===== config.mk =====
export PLATFORM = sky130hd
export DESIGN_NAME = cfm_irq_mask_ctl
export DESIGN_NICKNAME = d
export VERILOG_FILES = /design/src/core/placeholder_none.sv /design/src/core/cfm_pkg.sv /design/src/core/cfm_sync2.sv /design/src/core/cfm_irq_mask_ctl.sv
export VERILOG_INCLUDE_DIRS = /design/src /design/src/core
export SDC_FILE = /design/constraint.sdc
export NUM_CORES = 1
export LEC_CHECK = 0
export BUFFER_PORTS_ARGS = -buffer_cell sky130_fd_sc_hd__buf_2
export CAP_MARGIN = 5
export CELL_PAD_IN_SITES_DETAIL_PLACEMENT = 1
export CELL_PAD_IN_SITES_GLOBAL_PLACEMENT = 1
export CORE_ASPECT_RATIO = 0.7
export CORE_MARGIN = 10
export CORE_UTILIZATION = 40
export CTS_BUF_LIST = sky130_fd_sc_hd__clkbuf_16
export CTS_CLUSTER_DIAMETER = 60
export DETAILED_ROUTE_END_ITERATION = 16
export GPL_TIMING_DRIVEN = 0
export PLACE_DENSITY = 0.75
export RECOVER_POWER = 25
export SETUP_SLACK_MARGIN = 0.5
export SLEW_MARGIN = 20
export SYNTH_ARGS = -nofsm -noshare
export SYNTH_HDL_FRONTEND = slang
export SYNTH_SLANG_ARGS = --single-unit

===== constraint.sdc =====
create_clock -name ref_clk -period 3.2 [get_ports ref_clk]
set_clock_uncertainty 0.1 [all_clocks]
set_input_delay 0.96 -clock ref_clk [delete_from_list [all_inputs] [get_ports ref_clk]]
set_output_delay 0.96 -clock ref_clk [all_outputs]
set_load 0.005 [all_outputs]

===== src/core/cfm_consts.svh =====
// Constants of the charger interrupt mask block: offsets, fields, resets.
// Assumes inclusion by bare name from every file that needs them.
`ifndef CFM_CONSTS_SVH
`define CFM_CONSTS_SVH

// Register offsets on the serial register port
`define CFM_OFF_TEMP_OTG_MASK 8'h2b
`define CFM_OFF_FAULT_MASK 8'h2c

// Reset values; the temperature register holds five live bits
`define CFM_TEMP_MASK_RST 5'h00
`define CFM_FAULT_MASK_RST 8'h00

// Event index; also the bit position inside the temperature register
`define CFM_EV_HOT 0
`define CFM_EV_WARM 1
`define CFM_EV_COOL 2
`define CFM_EV_COLD 3
`define CFM_EV_OTG_LOW 4
// Fault events sit at fault register bit plus five
`define CFM_EV_VIN1_OVP 5
`define CFM_EV_VIN2_OVP 6
`define CFM_EV_SW_OCP 7
`define CFM_EV_BAT_OCP 8
`define CFM_EV_IN_OCP 9
`define CFM_EV_BAT_OVP 10
`define CFM_EV_BUS_OVP 11
`define CFM_EV_CHG_LIM 12
`define CFM_EV_N 13
// Events that fire on both entry and exit
`define CFM_EV_BOTH_EDGES 13'h100f

// Interrupt pulse length in ref_clk cycles
`define CFM_IRQ_PULSE_CYC 4'h8
// Serial bus device address, value arbitrary
`define CFM_I2C_ADDR 7'h35

`endif


===== src/core/placeholder_none.sv =====
// Empty compilation unit of the charger interrupt mask block.
// Assumes nothing; it holds no module.
`timescale 1ns/100ps
`default_nettype none
`default_nettype wire


===== src/core/cfm_pkg.sv =====
// Types of the charger interrupt mask block.
// Assumes nothing beyond a SystemVerilog compiler.
package cfm_pkg;

    // Serial register port sequencer states
    typedef enum logic [3:0] {
        ST_IDLE = 4'h0,
        ST_ADDR = 4'h1,
        ST_ADDR_ACK = 4'h2,
        ST_PTR = 4'h3,
        ST_PTR_ACK = 4'h4,
        ST_WDATA = 4'h5,
        ST_WDATA_ACK = 4'h6,
        ST_RDATA = 4'h7,
        ST_RDATA_ACK = 4'h8,
        ST_SKIP = 4'h9
    } cfm_i2c_state_e;

endpackage


===== src/core/cfm_sync2.sv =====
// Two flip-flop synchroniser for pins and comparator levels.
// Assumes inputs are asynchronous to ref_clk; only stage two is read.
`timescale 1ns/100ps
`default_nettype none
module cfm_sync2 #(
    parameter int W = 1,
    parameter logic [W-1:0] RST_VAL = '0
) (
    // Clock and reset
    input wire logic ref_clk,
    input wire logic rst_n,
    // Levels
    input wire logic [W-1:0] din,
    output logic [W-1:0] dout
);

    logic [W-1:0] meta_q;
    logic [W-1:0] meta_d;
    logic [W-1:0] dout_d;

    // Next values of both stages
    always_comb begin
        meta_d = din;
        dout_d = meta_q;
    end

    // Stage registers
    always_ff @(posedge ref_clk) begin
        if (!rst_n) begin
            meta_q <= RST_VAL;
            dout <= RST_VAL;
        end else begin
            meta_q <= meta_d;
            dout <= dout_d;
        end
    end

endmodule
`default_nettype wire


===== src/core/cfm_irq_mask_ctl.sv =====
// Interrupt mask registers of a charger with their serial register port.
// Assumes a host bus master on scl/sda with an external pull-up, and
// comparator levels arriving asynchronously.
`include "cfm_consts.svh"
`timescale 1ns/100ps
`default_nettype none
module cfm_irq_mask_ctl (
    // Clock and reset
    input wire logic ref_clk,
    input wire logic rst_n,
    // Serial register port
    input wire logic sclIn,
    input wire logic sdaIn,
    output logic sdaOut,
    output logic sdaOe,
    // Register resets from the same clock domain
    input wire logic softRegReset,
    input wire logic hostCommTimeout,
    // Comparator levels, asynchronous
    input wire logic thermistorSenseCold,
    input wire logic thermistorSenseCool,
    input wire logic thermistorSenseWarm,
    input wire logic thermistorSenseHot,
    input wire logic otgBattLow,
    input wire logic chargeCurrentLimit,
    input wire logic inputBusOvervolt,
    input wire logic batteryOvervolt,
    input wire logic inputOvercurrent,
    input wire logic batteryOvercurrent,
    input wire logic switcherOvercurrent,
    input wire logic secondInputOvervolt,
    input wire logic firstInputOvervolt,
    // Host interrupt and event pulses of every event, masked or not
    output logic hostIrqPin_n,
    output logic [`CFM_EV_N-1:0] eventPulse
);

    // Register read decode, reserved bits as zero
    function automatic logic [7:0] regRead(input logic [7:0] a,
                                           input logic [4:0] t,
                                           input logic [7:0] f);
        case (a)
            `CFM_OFF_TEMP_OTG_MASK: regRead = {3'h0, t};
            `CFM_OFF_FAULT_MASK: regRead = f;
            default: regRead = 8'h00;
        endcase
    endfunction

    logic scl;
    logic sda;
    logic sclPrev_q;
    logic sdaPrev_q;
    logic sclRise;
    logic sclFall;
    logic startCond;
    logic stopCond;
    cfm_pkg::cfm_i2c_state_e st_q;
    cfm_pkg::cfm_i2c_state_e st_d;
    logic [3:0] bitCnt_q;
    logic [3:0] bitCnt_d;
    logic [7:0] shift_q;
    logic [7:0] shift_d;
    logic [7:0] ptr_q;
    logic [7:0] ptr_d;
    logic rw_q;
    logic rw_d;
    logic sdaOe_q;
    logic sdaOe_d;
    logic wrStb;
    logic [7:0] rdByte;
    logic [4:0] tempMask_q;
    logic [4:0] tempMask_d;
    logic [7:0] faultMask_q;
    logic [7:0] faultMask_d;
    logic [`CFM_EV_N-1:0] lvlSync;
    logic [`CFM_EV_N-1:0] lvlPrev_q;
    logic [`CFM_EV_N-1:0] evt;
    logic [`CFM_EV_N-1:0] maskVec;
    logic [`CFM_EV_N-1:0] eventPulse_q;
    logic primed_q;
    logic fire;
    logic [3:0] irqCnt_q;
    logic [3:0] irqCnt_d;
    logic irqN_q;

    // Bus pins idle high after reset
    cfm_sync2 #(.W(2), .RST_VAL(2'h3)) u_pinSync (
        .ref_clk(ref_clk),
        .rst_n(rst_n),
        .din({sclIn, sdaIn}),
        .dout({scl, sda})
    );

    // Comparator levels in event index order
    cfm_sync2 #(.W(`CFM_EV_N), .RST_VAL(13'h0000)) u_evSync (
        .ref_clk(ref_clk),
        .rst_n(rst_n),
        .din({chargeCurrentLimit, inputBusOvervolt, batteryOvervolt,
              inputOvercurrent, batteryOvercurrent, switcherOvercurrent,
              secondInputOvervolt, firstInputOvervolt, otgBattLow,
              thermistorSenseCold, thermistorSenseCool,
              thermistorSenseWarm, thermistorSenseHot}),
        .dout(lvlSync)
    );

    // Bus line edges and start/stop conditions
    assign sclRise = scl & ~sclPrev_q;
    assign sclFall = ~scl & sclPrev_q;
    assign startCond = scl & sclPrev_q & sdaPrev_q & ~sda;
    assign stopCond = scl & sclPrev_q & ~sdaPrev_q & sda;
    assign rdByte = regRead(ptr_q, tempMask_q, faultMask_q);

    // Serial sequencer: address, pointer, then write or read bytes
    always_comb begin
        st_d = st_q;
        bitCnt_d = bitCnt_q;
        shift_d = shift_q;
        ptr_d = ptr_q;
        rw_d = rw_q;
        sdaOe_d = sdaOe_q;
        wrStb = 1'b0;
        if (stopCond) begin
            st_d = cfm_pkg::ST_IDLE;
            sdaOe_d = 1'b0;
        end else if (startCond) begin
            st_d = cfm_pkg::ST_ADDR;
            bitCnt_d = 4'h0;
            sdaOe_d = 1'b0;
        end else begin
            case (st_q)
                cfm_pkg::ST_ADDR, cfm_pkg::ST_PTR, cfm_pkg::ST_WDATA: begin
                    if (sclRise && bitCnt_q != 4'h8) begin
                        shift_d = {shift_q[6:0], sda};
                        bitCnt_d = 4'(bitCnt_q + 4'h1);
                    end else if (sclFall && bitCnt_q == 4'h8) begin
                        bitCnt_d = 4'h0;
                        sdaOe_d = 1'b1;
                        if (st_q == cfm_pkg::ST_ADDR) begin
                            rw_d = shift_q[0];
                            st_d = cfm_pkg::ST_ADDR_ACK;
                            if (shift_q[7:1] != `CFM_I2C_ADDR) begin
                                st_d = cfm_pkg::ST_SKIP;
                                sdaOe_d = 1'b0;
                            end
                        end else if (st_q == cfm_pkg::ST_PTR) begin
                            ptr_d = shift_q;
                            st_d = cfm_pkg::ST_PTR_ACK;
                        end else begin
                            wrStb = 1'b1;
                            st_d = cfm_pkg::ST_WDATA_ACK;
                        end
                    end
                end
                // Acknowledge slot; also reloads the next read byte
                cfm_pkg::ST_ADDR_ACK, cfm_pkg::ST_PTR_ACK,
                cfm_pkg::ST_WDATA_ACK: begin
                    if (sclFall) begin
                        if (st_q == cfm_pkg::ST_ADDR_ACK && rw_q) begin
                            sdaOe_d = ~rdByte[7];
                            shift_d = {rdByte[6:0], 1'b0};
                            bitCnt_d = 4'h1;
                            st_d = cfm_pkg::ST_RDATA;
                        end else begin
                            sdaOe_d = 1'b0;
                            bitCnt_d = 4'h0;
                            st_d = (st_q == cfm_pkg::ST_ADDR_ACK) ?
                                   cfm_pkg::ST_PTR : cfm_pkg::ST_WDATA;
                            if (st_q == cfm_pkg::ST_WDATA_ACK) begin
                                ptr_d = 8'(ptr_q + 8'h01);
                            end
                        end
                    end
                end
                cfm_pkg::ST_RDATA: begin
                    if (sclFall) begin
                        if (bitCnt_q == 4'h8) begin
                            sdaOe_d = 1'b0;
                            st_d = cfm_pkg::ST_RDATA_ACK;
                        end else begin
                            sdaOe_d = ~shift_q[7];
                            shift_d = {shift_q[6:0], 1'b0};
                            bitCnt_d = 4'(bitCnt_q + 4'h1);
                        end
                    end
                end
                // Master ack continues the read, nack ends it
                cfm_pkg::ST_RDATA_ACK: begin
                    if (sclRise) begin
                        if (sda) begin
                            st_d = cfm_pkg::ST_SKIP;
                        end else begin
                            ptr_d = 8'(ptr_q + 8'h01);
                            st_d = cfm_pkg::ST_ADDR_ACK;
                        end
                    end
                end
                cfm_pkg::ST_IDLE, cfm_pkg::ST_SKIP: begin
                    st_d = st_q;
                end
                default: begin
                    st_d = cfm_pkg::ST_IDLE;
                end
            endcase
        end
    end

    // Sequencer registers
    always_ff @(posedge ref_clk) begin
        if (!rst_n) begin
            st_q <= cfm_pkg::ST_IDLE;
            bitCnt_q <= 4'h0;
            shift_q <= 8'h00;
            ptr_q <= 8'h00;
            rw_q <= 1'b0;
            sdaOe_q <= 1'b0;
            sclPrev_q <= 1'b1;
            sdaPrev_q <= 1'b1;
        end else begin
            st_q <= st_d;
            bitCnt_q <= bitCnt_d;
            shift_q <= shift_d;
            ptr_q <= ptr_d;
            rw_q <= rw_d;
            sdaOe_q <= sdaOe_d;
            sclPrev_q <= scl;
            sdaPrev_q <= sda;
        end
    end

    assign sdaOut = 1'b0;
    assign sdaOe = sdaOe_q;

    // Mask registers: soft reset clears both, timeout only temperature
    always_comb begin
        tempMask_d = tempMask_q;
        faultMask_d = faultMask_q;
        if (wrStb && ptr_q == `CFM_OFF_TEMP_OTG_MASK) begin
            tempMask_d = shift_q[4:0];
        end
        if (wrStb && ptr_q == `CFM_OFF_FAULT_MASK) begin
            faultMask_d = shift_q;
        end
        if (hostCommTimeout) begin
            tempMask_d = `CFM_TEMP_MASK_RST;
        end
        if (softRegReset) begin
            tempMask_d = `CFM_TEMP_MASK_RST;
            faultMask_d = `CFM_FAULT_MASK_RST;
        end
    end

    // Event detect and interrupt pulse timer
    always_comb begin
        maskVec = {faultMask_q, tempMask_q};
        evt = '0;
        if (primed_q) begin
            evt = (lvlSync & ~lvlPrev_q) |
                  (~lvlSync & lvlPrev_q & `CFM_EV_BOTH_EDGES);
        end
        fire = |(evt & ~maskVec);
        irqCnt_d = irqCnt_q;
        if (fire) begin
            irqCnt_d = `CFM_IRQ_PULSE_CYC;
        end else if (irqCnt_q != 4'h0) begin
            irqCnt_d = 4'(irqCnt_q - 4'h1);
        end
    end

    // Mask, event and timer registers
    always_ff @(posedge ref_clk) begin
        if (!rst_n) begin
            tempMask_q <= `CFM_TEMP_MASK_RST;
            faultMask_q <= `CFM_FAULT_MASK_RST;
            lvlPrev_q <= '0;
            primed_q <= 1'b0;
            eventPulse_q <= '0;
            irqCnt_q <= 4'h0;
            irqN_q <= 1'b1;
        end else begin
            tempMask_q <= tempMask_d;
            faultMask_q <= faultMask_d;
            lvlPrev_q <= lvlSync;
            primed_q <= 1'b1;
            eventPulse_q <= evt;
            irqCnt_q <= irqCnt_d;
            irqN_q <= (irqCnt_d == 4'h0);
        end
    end

    assign hostIrqPin_n = irqN_q;
    assign eventPulse = eventPulse_q;
endmodule
`default_nettype wire


Yosys cells after proc, flatten, opt, wreduce, memory -nomap -nowiden. Index checks and enable logic that the tools add are counted.

Register bits after elaboration: 103. Bits in latches: 0. RAM bits: 0. ROM bits: 0. Bits of input ports: 19. Logic and storage cells: 170. Memories kept: 0.

$add $sub $neg: 3. $mul: 0. Divide/modulo/power cells: 0. Magnitude comparators: 0. Eq/ne operators: 37. Shift-type cells: 0. Mux-type cells: 59. Bitwise logic cells: 25. Reduce and logical (&&, ||, !) cells: 26.

Operators by type and width (count): $mux W8 (14); $mux W4 (17); $pmux W8 S3 (2); $and A13 B13 Y13 (3); $not A13 Y13 (3); $ne A2 B2 Y1 const B (15); $ne A3 B3 Y1 const B (7); $pmux W4 S5 (1); $mux W1 (18); $eq A4 B3 Y1 const B (4); $eq A8 B6 Y1 const B (2); $pmux W8 S2 (1); $reduce_and A7 Y1 (2); $mux W13 (1); $or A13 B13 Y13 (1); $reduce_or A13 Y1 (1); $eq A4 B4 Y1 const B (3); $pmux W4 S3 (1); $reduce_and A12 Y1 (1); $reduce_and A6 Y1 (2); $reduce_or A3 Y1 (4); $not A1 Y1 (11); $add A8 B1 Y8 const B (1); $eq A4 B2 Y1 const B (2); other kinds (16) (33).

Longest topological paths before layout. Gate-level depths: netlist (run 1).

Depth after elaboration: 9. Gate-level depth with buffers: 9.

By module. A second synthesis (run 1) with hierarchy kept.

Cells, all modules: 468. Area total of the unflattened synthesis: 4484.3 µm².

By module, submodules not included: cfm_irq_mask_ctl (times used 1, cells an instance 406, area an instance 3648.5 µm²); cfm_sync2 at u_evSync (times used 1, cells an instance 54, area an instance 730.7 µm²); cfm_sync2 at u_pinSync (times used 1, cells an instance 8, area an instance 105.1 µm²).

Worst setup path before layout (run 1). No wires, ideal clock.

Kind: reg2reg. From: register bitCnt_q[0]. To: register st_q[0]. Setup time: 0.116 ns. Data arrival time: 1.850 ns. Data required time: 2.984 ns. Slack: 1.133 ns. Stages on the path, launching flop included: 9. Path buffers: 0. Cell sequence: dfxtp_1 -> inv_1 -> ha_1 -> nand3b_1 -> nor2_1 -> a21oi_1 -> a221oi_2 -> mux2_1 -> o211a_1.

Cells in the longest elaborated chain, start to end: 4.

RTL lines: start: declaration (RTL line cfm_irq_mask_ctl.sv:59) `logic [3:0] bitCnt_q;`; start signal: assignment (RTL line cfm_irq_mask_ctl.sv:220) `bitCnt_q <= bitCnt_d;`; $eq A4 B4 Y1 or $ne A4 B4 Y1 (tied branches) (RTL line cfm_irq_mask_ctl.sv:135, cfm_irq_mask_ctl.sv:176, cfm_irq_mask_ctl.sv:132); $logic_and A1 B1 Y1, on equally long branches (RTL line cfm_irq_mask_ctl.sv:135, cfm_irq_mask_ctl.sv:132); $ne A3 B3 Y1 (no source line); $reduce_and A7 Y1 (no source line) (*); end signal: assignment (RTL line cfm_irq_mask_ctl.sv:210) `st_q <= cfm_pkg::ST_IDLE;`; end signal: assignment (RTL line cfm_irq_mask_ctl.sv:219) `st_q <= st_d;`; end: declaration (RTL line cfm_irq_mask_ctl.sv:57) `cfm_pkg::cfm_i2c_state_e st_q;`.

Mark *: on every way between the ends. The rest lies on a longest branch, timed or not. A chain may end at the register's enable or synchronous reset.

Final worst setup path (run 1). Ends and elaborated chain as after synthesis.

==> results.rst, run 1 <==
.. list-table::
   :header-rows: 1

   * - Metric
     - Value
   * - Status
     - complete, no violations
   * - Average cell area after synthesis
     - 9.28 µm²
   * - Weighted congestion at the end of routability-driven global placement
     - 0.886
   * - Layout Utilization
     - 46.7%
   * - Fraction of the yosys area taken by sequential cells
     - 46.5%
   * - Most instantiated flip-flop cell in the synthesis netlist
     - sky130_fd_sc_hd__dfxtp_1
   * - GRT Resource Usage Total
     - 16.1%
   * - Static Leak
     - 1.90 nW
   * - Register Area
     - 2060 µm²
   * - Number of warnings reported in the yosys synthesis log
     - 0
   * - Layer carrying the most global-route usage
     - met2
   * - Longest Clk Path Bufs
     - 2
   * - Number of nets in the layout
     - 546
   * - GR Layer Usage met3
     - 3.84%
   * - Area of the multi-input gates
     - 2210 µm²
   * - Maximum ir drop on the vdd rail
     - 261 µV
   * - Post-detailed-route DRC marker count
     - 0
   * - Async S/R FF share, synth
     - 0%
   * - Count of endpoints failing setup in the final report
     - 0
   * - DRT iter0 DRCs
     - 154
   * - Sum of negative setup slack
     - 0 ns
   * - Worst-Margin Slew
     - 0.733 ns
   * - CP Data Arrival Time
     - 2.70 ns
   * - Part of the cycle the worst path needs
     - 79.8%
   * - Share of final-layout standard cells stronger than drive strength 1
     - 14.2%
   * - Detail-routed net length per standard cell
     - 18.3 µm
   * - Synth top area share
     - 46.5%
   * - Register clock-pin slew on the reported worst setup and hold paths
     - 0.08 ns
   * - Core area
     - 10900 µm²
   * - TritonCTS clock tree
     - yes
   * - Initial antenna violation count
     - 0
   * - Flop and latch count out of synthesis
     - 103
   * - Overall power after layout
     - 2.79 mW
   * - Time the final worst path needs with I/O delays and setup
     - 2.55 ns
   * - Most repeated cell in the gate-level netlist after synthesis
     - sky130_fd_sc_hd__dfxtp_1
   * - PD cells
     - 546 nW/µm²
   * - Peak Freq
     - 0.392 GHz
   * - Data required, critical path
     - 3.35 ns
   * - CP Launch Type
     - flop
   * - Vias after detailed routing
     - 3700
   * - Final hold vios
     - 0
   * - Average via count per standard cell
     - 5.44
   * - Number of synthesized flops with an enable pin
     - 0
   * - Worst-path fanout max
     - 6
   * - Initial cell density of the core
     - 40.6%
   * - Fillers
     - 1288
   * - First-pass GRT wire length
     - 20.5 mm
   * - Post-CTS resize count
     - 0
   * - Instance count of the mapped netlist
     - 478
   * - Standard-cell row count
     - 32
   * - Clock insertion delay at the later pin of the skew report
     - 0.36 ns
   * - M2 GR Usage
     - 27.0%
   * - DRT Wirelength
     - 12.4 mm
   * - Most common library cells after synthesis
     - sky130_fd_sc_hd__dfxtp_1 (103), sky130_fd_sc_hd__nor2_1 (57), sky130_fd_sc_hd__and2_1 (41)
   * - Clock root buffer
     - sky130_fd_sc_hd__clkbuf_16
   * - Remaining global-route overflow
     - 0
   * - Clock buffer count from CTS
     - 9
   * - Die W
     - 146 µm
   * - Height of the die
     - 108 µm
   * - Worst Setup End Kind
     - flop
   * - Total iterations of the first detailed-routing run
     - 5
   * - H-tree levels
     - 3
   * - PortBufs
     - 33
   * - Pin count of the biggest net entering global routing
     - 23
   * - Max cap viols
     - 0
   * - Relative slew margins
     - 50.9%
   * - Met1 usage in global routing
     - 20.4%
   * - Number of antenna repair diodes
     - 0
   * - Sum of net half-perimeters after detailed placement
     - 9.00 mm
   * - Final count of pins violating max slew
     - 0
   * - Sink count of the clock tree
     - 103
   * - Cell taking the most area after synthesis
     - sky130_fd_sc_hd__dfxtp_1
   * - Main area contributors after synthesis
     - sky130_fd_sc_hd__dfxtp_1 (46%), sky130_fd_sc_hd__and2_1 (5.8%), sky130_fd_sc_hd__mux2i_1 (5.2%)
   * - Remaining antenna violation count
     - 0
   * - Unrepaired setup endpoints after global routing
     - false
   * - CTS Hold Buffers Added
     - 0
   * - Synth-to-Final Area Change
     - 15.0%
   * - Critical setup path kind
     - flop to flop
   * - Floorplan die area
     - 15800 µm²
   * - Kind of path behind the tightest hold check
     - flop to flop
   * - Via count of the first global-routing pass
     - 3948
   * - Buffer count from post-CTS setup fixing
     - 0
   * - I/O pins
     - 35
   * - Count of cell types in the netlist
     - 69
   * - Synthesized netlist net count
     - 502
   * - Cell Area, Synth
     - 4440 µm²
cell usage in the layout (no fill, tap or decap), types with 12 or more instances in the layout:
cell                       Yosys  layout
sky130_fd_sc_hd__nor2_1       57      56
sky130_fd_sc_hd__nor3b_1      16      16
sky130_fd_sc_hd__a21oi_1      25      25
sky130_fd_sc_hd__mux2i_1      23      23
sky130_fd_sc_hd__inv_1        14      14
sky130_fd_sc_hd__clkbuf_1     12      17
sky130_fd_sc_hd__dfxtp_1     103     103
sky130_fd_sc_hd__nand2_1      25      25
sky130_fd_sc_hd__buf_2         8      36
sky130_fd_sc_hd__nand2b_1     12      12
sky130_fd_sc_hd__and2_1       41      38
kinds of logic after synthesis:
kind of cell | count (synthesis) | share of synthesized area (%)
simple gates | 212 | 27.0
flops | 103 | 46.5
compound gates | 85 | 14.0
buf+inv | 40 | 3.86
mux | 25 | 5.78
xor+xnor | 7 | 1.38
fa+ha+maj | 5 | 1.41
other cells | 1 | 0.0845
through the flow:
stage	setup WS, ns	instances	cell area [µm²]	hold WS [ns]
after floorplan	1.13	478	4440	0.286
final	0.646	680	5100	0.326
after global placement	0.705	664	4790	0.300
after global routing	0.504	680	5100	0.348
after CTS	0.643	680	5110	0.329
after detailed placement	0.655	664	4790	0.308
power by group:
group | internal [mW] | total, mW | switching (mW)
logic | 0.112 | 0.282 | 0.171
registers | 1.33 | 1.36 | 0.0290
clock network | 0.571 | 1.15 | 0.576
total | 2.01 | 2.79 | 0.776
area by class of cell:
class	count	area share (%)
flip-flops and latches	103	40.4
clock buffers	9	4.41
repair buffers	33	3.11
plain buffers	25	2.26
multi-input cells	335	43.3
clock inverters	7	1.69
well taps	153	3.75
inverters	15	1.10
path summary, 6_finish.rpt:
kind | slack, ns | from | cells past startpoint | to
hold / removal | 0.33 | lvlPrev_q[11]$_SDFF_PN0_ | 1 | eventPulse[11]$_SDFF_PN0_
hold reg to reg | 0.33 | lvlPrev_q[11]$_SDFF_PN0_ | 1 | eventPulse[11]$_SDFF_PN0_
setup reg to reg | 0.65 | bitCnt_q[0]$_SDFFE_PN0P_ | 8 | st_q[0]$_SDFFE_PP0P_
setup / recovery | 0.65 | bitCnt_q[0]$_SDFFE_PN0P_ | 8 | st_q[0]$_SDFFE_PP0P_
registers in the layout, summed over array words and instances, names as in the netlist, 2 cells and up:
name              flops
u_pinSync.dout_d      2
irqCnt_q              4
u_pinSync.dout        2
tempMask_q            5
shift_q               8
u_evSync.dout        13
lvlPrev_q            13
bitCnt_q              4
st_q                  4
eventPulse           13
faultMask_q           8
u_evSync.dout_d      13
ptr_q                 8
worst max-delay path: stages (launching register included):
cell and delay, ns:
sky130_fd_sc_hd__dfxtp_1 0.36, sky130_fd_sc_hd__inv_1 0.08, sky130_fd_sc_hd__ha_1 0.16, sky130_fd_sc_hd__nand3b_1 0.29
sky130_fd_sc_hd__nor2_2 0.30, sky130_fd_sc_hd__a21oi_1 0.11, sky130_fd_sc_hd__a221oi_2 0.46, sky130_fd_sc_hd__mux2_1 0.38
sky130_fd_sc_hd__o211a_1 0.21
layer usage:
metal | vias to the layer above | share of wire [%]
met4 | 0 | 1.1
met5 | - | 0
met1 | 1861 | 46
met3 | 15 | 5.1
met2 | 69 | 48
li1 | 1755 | -
Power figures use the tool's default switching activity.
==> inputs of run 2 (changes only) <==
- ABC_AREA: default -> 1
- CORE_UTILIZATION: 40 -> 39
- PLACE_DENSITY: 0.75 -> 0.8
- clock period: 3.2 -> 2.2 ns (I/O delays scaled with it)
==> results.rst, run 2 <==
.. list-table::
   :header-rows: 1

   * - Metric
     - Value
   * - Fraction of synthesized cell area in xor and xnor cells
     - 0.762% (-0.62 points)
   * - Compound-cell area share of the yosys netlist
     - 8.00% (-6.0 points)
   * - Register Area
     - 2080 µm² (+0.97%)
   * - Remaining global-route overflow
     - 0 (unchanged)
   * - Synth top area share
     - 44.8% (-1.6 points)
   * - Area share of and/or/nand/nor cells after synthesis
     - 34.1% (+7.1 points)
   * - Total iterations of the first detailed-routing run
     - 5 (unchanged)
   * - Proportion of synthesized area in mux cells
     - 0% (-5.8 points)
   * - H-tree levels
     - 3 (unchanged)
   * - Post-detailed-route DRC marker count
     - 0 (unchanged)
   * - Die W
     - 150 µm (+2.7%)
   * - GR Layer Usage met3
     - 3.55% (-0.29 points)
   * - Worst-path fanout max
     - 3 (-3)
   * - Commonest cells after routing, fill and taps aside
     - sky130_fd_sc_hd__nand2_1 (134), sky130_fd_sc_hd__inv_1 (96), sky130_fd_sc_hd__dfxtp_1 (95)
   * - Reg2reg setup slack
     - 0.31 ns (-0.34 ns)
   * - Most common cell after layout, fill and taps aside
     - sky130_fd_sc_hd__nand2_1
   * - Count of cell types in the netlist
     - 38 (-45%)
   * - Floorplan die area
     - 16600 µm² (+5.2%)
   * - Most repeated cell in the gate-level netlist after synthesis
     - sky130_fd_sc_hd__nand2_1
   * - I/O pins
     - 35 (unchanged)
   * - DRT Wirelength
     - 15.2 mm (+22%)
   * - Time the final worst path needs with I/O delays and setup
     - 1.89 ns (-0.660 ns)
   * - Number of warnings reported in the yosys synthesis log
     - 0 (unchanged)
   * - Pin count of the biggest net entering global routing
     - 21 (-8.7%)
   * - Number of cells on the worst reg-to-reg path
     - 12 (+4)
   * - Critical setup path kind
     - flop to flop
   * - Worst Setup End Kind
     - flop
   * - M2 GR Usage
     - 27.4% (+0.41 points)
   * - Relative slew margins
     - 48.0% (-2.9 points)
   * - RR Startpoint
     - bitCnt_q[1]$_SDFFE_PN0P_
   * - Register clock-pin slew on the reported worst setup and hold paths
     - 0.07 ns (about the same)
   * - Max cap viols
     - 0 (unchanged)
   * - Instance count of the mapped netlist
     - 655 (+37%)
   * - Clock buffer count from CTS
     - 9 (unchanged)
   * - Endpoint with the worst hold slack
     - u_evSync.dout[12]$_SDFF_PN0_
   * - GRT Resource Usage Total
     - 17.3% (+1.2 points)
   * - Core area
     - 11600 µm² (+6.1%)
   * - Clock root buffer
     - sky130_fd_sc_hd__clkbuf_16
   * - Status
     - complete, no violations
   * - Sum of net half-perimeters after detailed placement
     - 10.1 mm (+12%)
   * - TritonCTS clock tree
     - yes
   * - PD cells
     - 1210 nW/µm² (+120%)
   * - Average cell area after synthesis
     - 7.02 µm² (-24%)
   * - Area of the multi-input gates
     - 2370 µm² (+7.6%)
   * - Cell Area, Synth
     - 4600 µm² (+3.6%)
   * - Unrepaired setup endpoints after global routing
     - true
   * - Longest Clk Path Bufs
     - 2 (unchanged)
   * - CP Launch Type
     - flop
   * - Delay contributed by the slowest stage of the critical path
     - 0.33 ns (-0.13 ns)
   * - CP Data Arrival Time
     - 2.04 ns (-0.66 ns)
   * - Met1 usage in global routing
     - 23.1% (+2.8 points)
   * - Height of the die
     - 111 µm (+2.5%)
   * - Placed Area
     - 4970 µm² (+3.6%)
   * - Worst hold start
     - u_evSync.dout_d[12]$_SDFF_PN0_
   * - Vias after detailed routing
     - 4550 (+23%)
   * - Number of nets in the layout
     - 755 (+38%)
   * - Count of endpoints failing setup in the final report
     - 0 (unchanged)
   * - CTS Hold Buffers Added
     - 0 (unchanged)
   * - Synth-to-Final Area Change
     - 29.4%
   * - Kind of path behind the tightest hold check
     - flop to flop
   * - Worst-path cell chain
     - inv_2 -> ha_4 -> nand2_4 -> nor2_4 -> buf_4 -> nor2_4 -> buf_4 -> o211ai_1 -> buf_4 -> nor2_1 -> nor2_1 -> nor2_1
   * - DRT iter0 DRCs
     - 266 (+73%)
   * - Detail-routed net length per standard cell
     - 17.0 µm (-7.2%)
   * - Number of synthesized flops with an enable pin
     - 0 (unchanged)
   * - Weighted congestion at the end of routability-driven global placement
     - 0.921 (+4.0%)
   * - Layer carrying the most global-route usage
     - met2
   * - Fillers
     - 1435 (+11%)
   * - First-pass GRT wire length
     - 23.4 mm (+14%)
   * - Via count of the first global-routing pass
     - 4636 (+17%)
   * - Fraction of the mapped netlist area in adder cells
     - 1.36% (-0.049 points)
   * - Data required, critical path
     - 2.34 ns (-1.01 ns)
   * - Initial antenna violation count
     - 0 (unchanged)
   * - Most instantiated flip-flop cell in the synthesis netlist
     - sky130_fd_sc_hd__dfxtp_1
   * - Static Leak
     - 2.92 nW (+53%)
   * - Average via count per standard cell
     - 5.10 (-6.4%)
   * - Share of final-layout standard cells stronger than drive strength 1
     - 28.0% (+14 points)
   * - Destination of the worst register-to-register timing path
     - bitCnt_q[3]$_SDFFE_PN0P_
   * - Standard-cell row count
     - 33 (+3.1%)
   * - CP max-delay cell
     - sky130_fd_sc_hd__dfxtp_2
   * - Largest family of logic cells by synthesized area
     - simple AND/OR/NAND/NOR gates
   * - Total non-filler cell area in the finished layout
     - 5950 µm² (+17%)
   * - Fraction of the yosys area taken by sequential cells
     - 44.8% (-1.6 points)
   * - Clock insertion delay at the later pin of the skew report
     - 0.35 ns (about the same)
   * - Number of antenna repair diodes
     - 0 (unchanged)
   * - Peak Freq
     - 0.528 GHz (+35%)
   * - Initial cell density of the core
     - 39.6% (-0.97 points)
   * - Remaining antenna violation count
     - 0 (unchanged)
   * - Worst-Margin Slew
     - 0.780 ns (+0.0472 ns)
   * - Final hold vios
     - 0 (unchanged)
   * - Final count of pins violating max slew
     - 0 (unchanged)
   * - PortBufs
     - 33 (unchanged)
   * - Part of the cycle the worst path needs
     - 86.1% (+6.3 points)
   * - Flop and latch count out of synthesis
     - 103 (unchanged)
   * - Sink count of the clock tree
     - 103 (unchanged)
   * - Cells on Worst Hold Path
     - 2 (+1)
   * - Cell taking the most area after synthesis
     - sky130_fd_sc_hd__dfxtp_1
   * - Sum of negative setup slack
     - 0 ns (unchanged)
   * - Most common library cells after synthesis
     - sky130_fd_sc_hd__nand2_1 (149), sky130_fd_sc_hd__dfxtp_1 (103), sky130_fd_sc_hd__inv_1 (100)
   * - Synthesized netlist net count
     - 679 (+35%)
   * - Maximum ir drop on the vdd rail
     - 481 µV (+84%)
   * - Main area contributors after synthesis
     - sky130_fd_sc_hd__dfxtp_1 (45%), sky130_fd_sc_hd__nand2_1 (12%), sky130_fd_sc_hd__inv_1 (8.2%)
   * - Async S/R FF share, synth
     - 0% (unchanged)
[run 2: power breakdown]
group	internal, mW	switching [mW]
clock network	0.917	0.795
logic	1.28	1.88
registers	2.08	0.244
total	4.28	2.92
[run 2: logic make-up after synthesis]
group / count (synthesis)
XOR/XNOR: 4
flip-flops: 103
AO/OA/AOI/OAI: 67
adder cells (fa/ha/maj): 5
other: 1
AND/OR/NAND/NOR: 351
buffers and inverters: 124
[run 2: worst max-delay path by stage]
stage / startpoint / to / slack, ns / cells after the start
after global placement: rst_n / eventPulse[3]$_SDFF_PN0_ / 0.05 / 6
after CTS: bitCnt_q[0]$_SDFFE_PN0P_ / ptr_q[1]$_SDFFE_PN0P_ / 0.40 / 13
final: bitCnt_q[1]$_SDFFE_PN0P_ / bitCnt_q[3]$_SDFFE_PN0P_ / 0.31 / 12
after global routing: bitCnt_q[1]$_SDFFE_PN0P_ / shift_q[0]$_SDFFE_PN0P_ / 0.23 / 14
after detailed placement: rst_n / eventPulse[3]$_SDFF_PN0_ / 0.02 / 6
after floorplan: bitCnt_q[0]$_SDFFE_PN0P_ / ptr_q[5]$_SDFFE_PN0P_ / 0.51 / 12
[run 2: cell type report]
cell class / instances / area share [%]
multi-input cells: 428 / 39.9
inverters: 107 / 6.87
clock buffers: 9 / 3.78
well taps: 157 / 3.30
plain buffers: 17 / 1.87
repair inverters: 1 / 0.147
clock inverters: 7 / 1.64
flip-flops and latches: 103 / 35.0
repair buffers: 64 / 7.50
[run 2: timing repair]
action	CTS	global route
buffers inserted	16	13
pin swaps	22	23
cloned	2	1
setup endpoints to repair	46	48
resized for setup	80	64
[run 2: metrics by stage]
stage	utilization [%]	setup WS, ns	hold slack (ns)	total power, mW	instances
2_1_floorplan	-	0.507	0.290	3.92	655
3_3_place_gp	42.8	0.0508	0.292	4.39	845
3_5_place_dp	42.8	0.0154	0.304	4.50	845
4_1_cts	49.2	0.405	0.311	6.89	879
5_1_grt	51.3	0.231	0.332	7.67	893
6_report	51.3	0.305	0.317	7.20	893
[run 2: layer usage]
metal  part of all wire [%]  vias up
met4                    1.8        0
met3                    5.0       26
met5                      0        -
li1                       -     2195
met1                     47     2210
met2                     47      119
[run 2: critical path, delay by kind of cell (launching register included)]
family                     cells  cell delay, ns
and+or+nand+nor                6            0.49
DFF                            1            0.33
buffers and inverters          4            0.54
adders and majority gates      1            0.14
AOI/OAI and AO/OA              1            0.19
